$ cat config.mk
export PLATFORM = sky130hd
export DESIGN_NAME = at2_timer
export DESIGN_NICKNAME = d
export VERILOG_FILES = /design/src/at2_pkg.sv /design/src/at2_prescaler.sv /design/src/at2_timer.sv
export VERILOG_INCLUDE_DIRS = /design/src
export SDC_FILE = /design/constraint.sdc
export NUM_CORES = 1
export LEC_CHECK = 0
export BUFFER_PORTS_ARGS = -buffer_cell sky130_fd_sc_hd__buf_2
export CORE_MARGIN = 1
export CORE_UTILIZATION = 30
export DETAILED_ROUTE_END_ITERATION = 12
export GPL_TIMING_DRIVEN = 0
export SYNTH_ARGS = -nofsm -noshare
export SYNTH_HDL_FRONTEND = slang
export SYNTH_SLANG_ARGS = --single-unit
$ cat constraint.sdc
create_clock -name sys_clk -period 3.18 [get_ports sys_clk]
set_input_delay 0.477 -clock sys_clk [delete_from_list [all_inputs] [get_ports sys_clk]]
set_output_delay 0.477 -clock sys_clk [all_outputs]
set_load 0.1 [all_outputs]
$ cat src/at2_regs.svh
`ifndef AT2_REGS_SVH
`define AT2_REGS_SVH
// -----------------------------------------------------------------
// register word indices on the avalon address
// -----------------------------------------------------------------
`define AT2_A_CTLA 4'h0
`define AT2_A_CTLB 4'h1
`define AT2_A_CNT 4'h2
`define AT2_A_OCRA 4'h3
`define AT2_A_OCRB 4'h4
`define AT2_A_MASK 4'h5
`define AT2_A_FLAGS 4'h6
`define AT2_A_STAT 4'h7
`define AT2_A_GTC 4'h8
// -----------------------------------------------------------------
// slot indices, equal to the update-busy bit positions
// -----------------------------------------------------------------
`define AT2_IX_CTLB 0
`define AT2_IX_CTLA 1
`define AT2_IX_OCRB 2
`define AT2_IX_OCRA 3
`define AT2_IX_CNT 4
`define AT2_NSLOT 5
// -----------------------------------------------------------------
// bit positions and fields
// -----------------------------------------------------------------
`define AT2_B_FOCA 7
`define AT2_B_FOCB 6
`define AT2_B_WGM2 3
`define AT2_B_EXT_CLOCK_ENABLE 6
`define AT2_B_ASEL 5
`define AT2_B_TSM 7
`define AT2_B_PSR 1
`define AT2_B_TOV 0
`define AT2_B_OCFA 1
`define AT2_TAP_D8 2
`define AT2_TAP_D32 4
`define AT2_TAP_D64 5
`define AT2_TAP_D128 6
`define AT2_TAP_D256 7
`define AT2_TAP_D1024 9
`define AT2_F_COMA 7:6
`define AT2_F_COMB 5:4
`define AT2_F_WGML 1:0
`define AT2_F_CS 2:0
`define AT2_F_IRQ 2:0
`define AT2_CTLA_MASK 8'hf3
`define AT2_CTLB_MASK 8'h0f
// -----------------------------------------------------------------
// clock select, modes, counter limits
// -----------------------------------------------------------------
`define AT2_CS_STOP 3'h0
`define AT2_CS_D1 3'h1
`define AT2_CS_D8 3'h2
`define AT2_CS_D32 3'h3
`define AT2_CS_D64 3'h4
`define AT2_CS_D128 3'h5
`define AT2_CS_D256 3'h6
`define AT2_CS_D1024 3'h7
`define AT2_WGM_CTC 3'h2
`define AT2_WGM_FPWM_A 3'h7
`define AT2_COM_TOG 2'h1
`define AT2_COM_CLR 2'h2
`define AT2_COM_SET 2'h3
`define AT2_MAX 8'hff
`define AT2_BOTTOM 8'h00
`endif

$ cat src/at2_pkg.sv
package at2_pkg;
  typedef logic [7:0] at2_byte_type;
  // complete state of the timer control block
  typedef struct packed {
    at2_byte_type [4:0] tmp;
    at2_byte_type [4:0] work;
    logic [2:0]         mask;
    logic [2:0]         flags;
    logic [2:0]         irq;
    logic [4:0]         busy;
    logic               extClk;
    logic               asyncSel;
    logic               syncHold;
    logic               pscRst;
    logic               down;
    logic               block;
    logic               waveA;
    logic               waveB;
    logic               oscPrev;
    logic               waitReq;
    logic               xtalEn;
    logic               extBufEn;
    at2_byte_type       rdData;
  } at2_state_type;
  // prescaler state
  typedef struct packed {
    logic [9:0] cnt;
  } at2_psc_type;
endpackage

$ cat src/at2_prescaler.sv
`timescale 1ns/10ps
`include "at2_regs.svh"
module at2_prescaler
  import at2_pkg::*;
(
  input  wire logic       sys_clk,
  input  wire logic       srst,
  input  wire logic       srcTick,
  input  wire logic       pscClear,
  input  wire logic [2:0] clkSel,
  output logic            cntEn
);
  at2_psc_type st_r;
  at2_psc_type st_nxt;

  // ---------------------------------------------------------------
  // divider chain on the source tick
  // ---------------------------------------------------------------
  always_comb
  begin
    st_nxt = st_r;
    if (pscClear)
      st_nxt.cnt = '0;
    else if (srcTick)
      st_nxt.cnt = st_r.cnt + 1'b1;
  end

  // tap select, stopped while held in reset
  always_comb
  begin
    case (clkSel)
      `AT2_CS_D1:    cntEn = srcTick;
      `AT2_CS_D8:    cntEn = srcTick & (&st_r.cnt[`AT2_TAP_D8:0]);
      `AT2_CS_D32:   cntEn = srcTick & (&st_r.cnt[`AT2_TAP_D32:0]);
      `AT2_CS_D64:   cntEn = srcTick & (&st_r.cnt[`AT2_TAP_D64:0]);
      `AT2_CS_D128:  cntEn = srcTick & (&st_r.cnt[`AT2_TAP_D128:0]);
      `AT2_CS_D256:  cntEn = srcTick & (&st_r.cnt[`AT2_TAP_D256:0]);
      `AT2_CS_D1024: cntEn = srcTick & (&st_r.cnt[`AT2_TAP_D1024:0]);
      default:       cntEn = 1'b0;
    endcase
    if (pscClear)
      cntEn = 1'b0;
  end

  always_ff @(posedge sys_clk)
  begin
    if (srst)
      st_r <= '0;
    else
      st_r <= st_nxt;
  end
endmodule

$ cat src/at2_timer.sv
// Function
// - force strobe acts as match in non-pwm
// - force sets no flag, clears nothing, reads zero
// - control b bits 5:4 read zero
// - clock select stops, passes or prescales clock
// - counter read/write; write blocks next match
// - compare registers matched against counter on each count enable
// - irq needs enable, global bit and flag
// - compare flags set on match, cleared w1c/vector
// - overflow flag; phase-correct sets at bottom
// - status bit 7 reads zero
// - external clock buffer versus crystal enable
// - async select picks timer clock source
// - async writes set update-busy flags
// - counter reads live; control and compare registers read temporaries
// - prescaler reset self-clears, waits, or holds
// - three mode bits pick counting mode
`timescale 1ns/10ps
`include "at2_regs.svh"
module at2_timer
  import at2_pkg::*;
(
  input  wire logic        sys_clk,
  input  wire logic        srst,
  input  wire logic [3:0]  avs_address,
  input  wire logic        avs_read,
  input  wire logic        avs_write,
  input  wire logic [31:0] avs_writedata,
  output logic      [31:0] avs_readdata,
  output logic             avs_waitrequest,
  input  wire logic        timerOscPin,
  input  wire logic        globalIrqEnable,
  input  wire logic [2:0]  vectorAck,
  output logic      [2:0]  irqReq,
  output logic             waveOutA,
  output logic             waveOutB,
  output logic             xtalOscEnable,
  output logic             extClkBufEnable
);
  at2_state_type st_r;
  at2_state_type s;
  logic          srcTick;
  logic          cntEn;
  logic          wrAcc;
  logic [7:0]    wd;
  logic [2:0]    wgm;
  logic          forceA;
  logic          forceB;
  logic          mA;
  logic          mB;
  logic          tov;
  logic          bottom;
  logic [7:0]    cnt;
  logic [7:0]    top;
  logic          phase;
  logic [2:0]    clr;

  // ---------------------------------------------------------------
  // output waveform update for one channel
  // ---------------------------------------------------------------
  function automatic logic waveNext(input logic cur, input logic [1:0] com,
    input logic [2:0] mode, input logic dn, input logic hit, input logic bot,
    input logic canTog);
    logic v;
    v = cur;
    if (!mode[0])
    begin
      if (hit)
        v = (com == `AT2_COM_TOG) ? ~cur : (com == `AT2_COM_CLR) ? 1'b0 :
            (com == `AT2_COM_SET) ? 1'b1 : cur;
    end
    else if (hit && com == `AT2_COM_TOG)
      v = canTog ? ~cur : cur;
    else if (mode[1])
    begin
      if (hit && com[1])
        v = com[0];
      else if (bot && com[1])
        v = ~com[0];
    end
    else if (hit && com[1])
      v = dn ^ com[0];
    return v;
  endfunction

  // ---------------------------------------------------------------
  // clock source and decode
  // ---------------------------------------------------------------
  // timer clock from the oscillator pin edge or every cycle
  assign srcTick = st_r.asyncSel ? (timerOscPin & ~st_r.oscPrev) : 1'b1;
  assign wrAcc = avs_write & ~st_r.waitReq;
  assign wd = avs_writedata[7:0];
  assign cnt = st_r.work[`AT2_IX_CNT];
  assign wgm = {st_r.work[`AT2_IX_CTLB][`AT2_B_WGM2], st_r.work[`AT2_IX_CTLA][`AT2_F_WGML]};
  assign phase = wgm[0] & ~wgm[1];
  // compare a is top in ctc and in modes 5 and 7
  assign top = (wgm == `AT2_WGM_CTC || (wgm[2] && wgm[0])) ?
               st_r.work[`AT2_IX_OCRA] : `AT2_MAX;
  // strobes act only in non-pwm modes
  assign forceA = wrAcc && avs_address == `AT2_A_CTLB && wd[`AT2_B_FOCA] && !wgm[0];
  assign forceB = wrAcc && avs_address == `AT2_A_CTLB && wd[`AT2_B_FOCB] && !wgm[0];
  assign mA = cntEn && !st_r.block && cnt == st_r.work[`AT2_IX_OCRA];
  assign mB = cntEn && !st_r.block && cnt == st_r.work[`AT2_IX_OCRB];
  assign clr = vectorAck | ((wrAcc && avs_address == `AT2_A_FLAGS) ? wd[`AT2_F_IRQ] : 3'h0);

  // prescaler and tap select
  at2_prescaler u_psc (
    .sys_clk  (sys_clk),
    .srst     (srst),
    .srcTick  (srcTick),
    .pscClear (st_r.pscRst),
    .clkSel   (st_r.work[`AT2_IX_CTLB][`AT2_F_CS]),
    .cntEn    (cntEn)
  );

  // ---------------------------------------------------------------
  // next state
  // ---------------------------------------------------------------
  always_comb
  begin
    s = st_r;
    tov = 1'b0;
    bottom = 1'b0;
    s.oscPrev = timerOscPin;
    // counting sequence per mode
    if (cntEn)
    begin
      s.block = 1'b0;
      if (phase)
      begin
        if (!st_r.down)
        begin
          s.down = (cnt == top);
          s.work[`AT2_IX_CNT] = (cnt == top) ? cnt - 1'b1 : cnt + 1'b1;
        end
        else if (cnt == `AT2_BOTTOM)
        begin
          s.down = 1'b0;
          s.work[`AT2_IX_CNT] = cnt + 1'b1;
          tov = 1'b1;
        end
        else
          s.work[`AT2_IX_CNT] = cnt - 1'b1;
      end
      else
      begin
        s.down = 1'b0;
        bottom = (cnt == top);
        s.work[`AT2_IX_CNT] = bottom ? `AT2_BOTTOM : cnt + 1'b1;
        tov = (wgm == `AT2_WGM_FPWM_A) ? bottom : (cnt == `AT2_MAX);
      end
    end
    // flags: a set in the same cycle beats a clear
    s.flags = (st_r.flags & ~clr) | {mB, mA, tov};
    s.irq = st_r.flags & st_r.mask & {3{globalIrqEnable}};
    s.waveA = waveNext(st_r.waveA, st_r.work[`AT2_IX_CTLA][`AT2_F_COMA], wgm, st_r.down,
                       mA | forceA, bottom, wgm[2]);
    s.waveB = waveNext(st_r.waveB, st_r.work[`AT2_IX_CTLA][`AT2_F_COMB], wgm, st_r.down,
                       mB | forceB, bottom, 1'b0);
    // move temporaries into working registers on the timer clock
    if (srcTick)
    begin
      for (int i = 0; i < `AT2_NSLOT; i++)
      begin
        if (st_r.busy[i])
        begin
          s.work[i] = st_r.tmp[i];
          s.busy[i] = 1'b0;
        end
      end
      if (st_r.busy[`AT2_IX_CNT])
        s.block = 1'b1;
    end
    // prescaler reset release
    if (st_r.pscRst && !st_r.syncHold && (!st_r.asyncSel || srcTick))
      s.pscRst = 1'b0;
    // register writes
    if (wrAcc)
    begin
      case (avs_address)
        `AT2_A_CTLA, `AT2_A_CTLB, `AT2_A_CNT, `AT2_A_OCRA, `AT2_A_OCRB:
        begin
          for (int i = 0; i < `AT2_NSLOT; i++)
          begin
            if ((avs_address == `AT2_A_CTLA && i == `AT2_IX_CTLA) ||
                (avs_address == `AT2_A_CTLB && i == `AT2_IX_CTLB) ||
                (avs_address == `AT2_A_CNT && i == `AT2_IX_CNT) ||
                (avs_address == `AT2_A_OCRA && i == `AT2_IX_OCRA) ||
                (avs_address == `AT2_A_OCRB && i == `AT2_IX_OCRB))
            begin
              // strobe and reserved bits are never stored
              s.tmp[i] = wd & ((i == `AT2_IX_CTLB) ? `AT2_CTLB_MASK :
                         (i == `AT2_IX_CTLA) ? `AT2_CTLA_MASK : `AT2_MAX);
              if (st_r.asyncSel)
                s.busy[i] = 1'b1;
              else
                s.work[i] = s.tmp[i];
              if (!st_r.asyncSel && i == `AT2_IX_CNT)
                s.block = 1'b1;
            end
          end
        end
        `AT2_A_MASK:
          s.mask = wd[`AT2_F_IRQ];
        `AT2_A_STAT:
        begin
          s.extClk = wd[`AT2_B_EXT_CLOCK_ENABLE];
          s.asyncSel = wd[`AT2_B_ASEL];
        end
        `AT2_A_GTC:
        begin
          s.syncHold = wd[`AT2_B_TSM];
          if (wd[`AT2_B_PSR])
            s.pscRst = 1'b1;
        end
        default:
          s.mask = st_r.mask;
      endcase
    end
    s.xtalEn = ~s.extClk;
    s.extBufEn = s.extClk & s.asyncSel;
    // read data captured while waitrequest is still high
    s.rdData = '0;
    if (avs_read && st_r.waitReq)
    begin
      case (avs_address)
        `AT2_A_CTLA:  s.rdData = st_r.tmp[`AT2_IX_CTLA];
        `AT2_A_CTLB:  s.rdData = st_r.tmp[`AT2_IX_CTLB];
        `AT2_A_CNT:   s.rdData = st_r.work[`AT2_IX_CNT];
        `AT2_A_OCRA:  s.rdData = st_r.tmp[`AT2_IX_OCRA];
        `AT2_A_OCRB:  s.rdData = st_r.tmp[`AT2_IX_OCRB];
        `AT2_A_MASK:  s.rdData = {5'h00, st_r.mask};
        `AT2_A_FLAGS: s.rdData = {5'h00, st_r.flags};
        `AT2_A_STAT:  s.rdData = {1'b0, st_r.extClk, st_r.asyncSel, st_r.busy};
        `AT2_A_GTC:   s.rdData = {st_r.syncHold, 5'h00, st_r.pscRst, 1'b0};
        default:      s.rdData = '0;
      endcase
    end
    // one wait cycle, then a single-cycle acknowledge
    s.waitReq = ~((avs_read | avs_write) & st_r.waitReq);
  end

  // state register
  always_ff @(posedge sys_clk)
  begin
    if (srst)
    begin
      st_r <= '0;
      st_r.waitReq <= 1'b1;
      st_r.xtalEn <= 1'b1;
    end
    else
      st_r <= s;
  end

  // outputs straight from the state register
  assign avs_readdata = {24'h000000, st_r.rdData};
  assign avs_waitrequest = st_r.waitReq;
  assign irqReq = st_r.irq;
  assign waveOutA = st_r.waveA;
  assign waveOutB = st_r.waveB;
  assign xtalOscEnable = st_r.xtalEn;
  assign extClkBufEnable = st_r.extBufEn;
endmodule

==> results.md <==
- Outcome: complete, no violations
- Syn. warnings: 0
- Multiplexer area fraction after synthesis: 1.50%
- R2r startpoint: u_psc.st_r[0]
- FMAX: roughly 0.34 GHz
- Ant. Diodes: 0
- RSZ-0062 raised after global routing: false
- GRT Overall Usage: 20.1%
- Most frequent cells in the layout: nand2_1 (124), dfxtp_1 (112), nor2_1 (72), nand3_1 (70), a21oi_1 (64)
- Share of layout cells above drive strength 1: 13.7%
- Syn Area/Cell: 7.72 µm²
- Worst rel slew slack: between 40% and 50%
- Fin crit period: 2.96 ns
- Vias per inst: 5.47
- Crit path DAT: 3.19 ns
- Total global routing overflow: 0
- CTS tree: yes
- Clk Latency, worst-skew pair: ~0.37 ns
- Reg clk slew, reported paths: 0.08 ns
- Worst slack, placed: 0.274 ns
- Initial detailed-routing violation count: 700
- Setup CP Type: reg -> reg
- CTS HTree Levels: 3
- Synth top area cells: dfxtp_1 (36%), nand2_1 (7.4%), nand3_1 (5.6%)
- DP HPWL: 15200 µm
- Fin. Hold Viols: 0
- Initial antenna violation count: 0
- First-pass GRT wire length: approximately 33000 µm
- Post-route DRC: 0
- I/O Buffers: 30
- Inst Count DP: 1135
- Cell taking the most area after synthesis: dfxtp_1
- Routed Antenna Nets: 0
- Hold buffer count at CTS: 0
- Final period util: between 90% and 100%
- Slew Limit Fails: 0
- FILL cells: between 2k and 2.5k
- Comb pwr share: a little over an eighth
- Detailed-route wire length per cell: 18.4 µm
- Synthesized instance count: a little over 800
- Nets: 927
- Die X: 147 µm
- TritonCTS buffer count: 9
- Synth Area in Compound Gates: 22.1%
- LEAKAGE: between 2 and 2.5 nW
- Die area: 0.0215 mm²
- Post-Synth Simple-Gate Area: 27.2%
- Worst reg-to-reg path cell count: 11
- Setup TNS: 0 ns
- Commonest non-fill, non-tap cell in the layout: nand2_1
- Worst setup margin: 0.217 ns
- Synth cell types: 78
- Row count: 52
- Sw Pwr: 925 µW
- Reg2Reg Setup Slack: 0.22 ns
- Sequential power share: 46.5%
- Top-area cell type share of the netlist area: 35.8%
- Post-CTS setup buffer count: 0
- DRT Wirelength: approximately 21000 µm
- Root Driver: clkbuf_16
- Critical Path Start Type: flip-flop
- DRT Pass-1 Iters: 6
- Largest net degree at the start of global routing: 21
- Area growth, synth to finish: 14.1%
- Clk pwr share: roughly two fifths
- Vias in the first global route: 5686
- Post-synth top flop: dfxtp_1
- Hold Crit Class: in -> reg
- Worst-path maximum fanout: 10
- Gpl congestion: 0.901
- Seq/Total Area, Yosys: 35.8%
- Required time worst endpoint: around 3.4 ns
- Die height: 147 µm
- PD cells: 430 mW/mm²
- Largest buffer count on any clock path: 2
- CTS sink count: 112
- Max_cap viols: 0
- Internal Power: 2.15 mW
- Post-synthesis cell area: 0.00627 mm²
- FF-to-FF End: cnt[5]
- Final clock skew: 0.00564 ns
- Crit. End Element: flip-flop
- Via count: 6298
- Finished Layout Cells: 1151
- Crit path to: cnt[5]
- EDFF count, synth: 0
- Setup crit start: u_psc.st_r[0]
- Starting Density: 30.8%
- Actual slew at the worst max-slew pin: 0.847 ns
- VDD IR max: 0.276 mV
- Post-cts sizing count: 0
- Io pins: 85
- Power, Total: 3.07 mW
- Post-Synth XOR/XNOR Area: roughly 2.4%
- Ys async rst share: 0%
- Hold slack: 0.310 ns
- Sw Share: 30.1%
- Largest family of logic cells by synthesized area: simple AND/OR/NAND/NOR gates
- Yosys reg bits: 112
- Core area: 0.0204 mm²
- Synth Area in Adders: 1.20%
- Finish-stage setup viols: 0
==> worst min-delay path by stage <==
stage               from               to  depth (start not counted)  slack [ns]
2_1_floorplan  st_r[111]        st_r[111]                          2        0.43
3_3_place_gp   st_r[112]        st_r[112]                          2        0.45
3_5_place_dp   st_r[109]        st_r[109]                          2        0.45
4_1_cts         avs_read  avs_waitrequest                          2        0.31
5_1_grt         avs_read  avs_waitrequest                          2        0.35
6_report       avs_write  avs_waitrequest                          2        0.31
==> critical path, stage by stage (launching register included) <==
cell and delay, ns:
dfxtp_1 0.34, ha_1 0.24, and3_1 0.19, ha_1 0.17, inv_1 0.05, a31oi_1 0.08
o2111ai_1 0.37, clkbuf_1 0.44, inv_1 0.28, o21ai_0 0.35, nand4b_1 0.23, a311oi_1 0.10
==> layout make-up <==
cell class / count / area (µm²) / share of cell area, %
Buffer: 99 / 556 / 7.77
Clock buffer: 9 / 225 / 3.15
Clock inverter: 7 / 83.8 / 1.17
Inverter: 15 / 56.3 / 0.787
Multi-Input combinational cell: 609 / 3500 / 48.9
Sequential cell: 112 / 2240 / 31.4
Tap cell: 270 / 338 / 4.72
Timing Repair Buffer: 30 / 150 / 2.10
==> stage by stage <==
step                instance area (µm²)  utilization, %
floorplan                          6350               -
global placement                   6840            33.6
detailed placement                 6840            33.6
CTS                                7150            35.1
global route                       7150            35.1
finish                             7150            35.1
==> metal layers <==
metal / part of all wire, % / GRT usage (%) / wire length [µm]
met5: 0 / 0 / 0
met4: 3.5 / 8.85 / 737
met3: 7.4 / 4.09 / 1570
met2: 45 / 30.4 / 9620
met1: 44 / 27.4 / 9220
==> state kept, by name, indices dropped and copies added (netlist names), 3 cells and up <==
name / count
cnt: 8
u_psc.st_r: 10
st_r: 78
avs_readdata: 8
irqReq: 3
==> power by group through the flow <==
stage | combinational (mW) | sequential [mW] | clock (mW)
global placement | 0.413 | 1.46 | 0
CTS | 0.414 | 1.43 | 1.24
global route | 0.444 | 1.43 | 1.29
floorplan | 0.311 | 1.46 | 0
detailed placement | 0.412 | 1.46 | 0
finish | 0.422 | 1.43 | 1.22
==> logic make-up (layout without fill, tap and decap cells) <==
family / Yosys count / after routing
and+or+nand+nor: 356 / 356
AOI/OAI and AO/OA: 199 / 199
buffers and inverters: 114 / 160
DFF: 112 / 112
xor gates and xnor gates: 16 / 16
muxes: 8 / 8
adders and majority gates: 6 / 6
other: 1 / 24
==> synth_stat cells, types with 15 or more instances <==
cell,instances
nand2_1,124
dfxtp_1,112
nor2_1,72
nand3_1,70
a21oi_1,64
clkbuf_1,48
buf_4,37
a311oi_1,29
o21ai_0,21
a22oi_1,16
nor3_1,15
(Power assumes the default switching activity.)
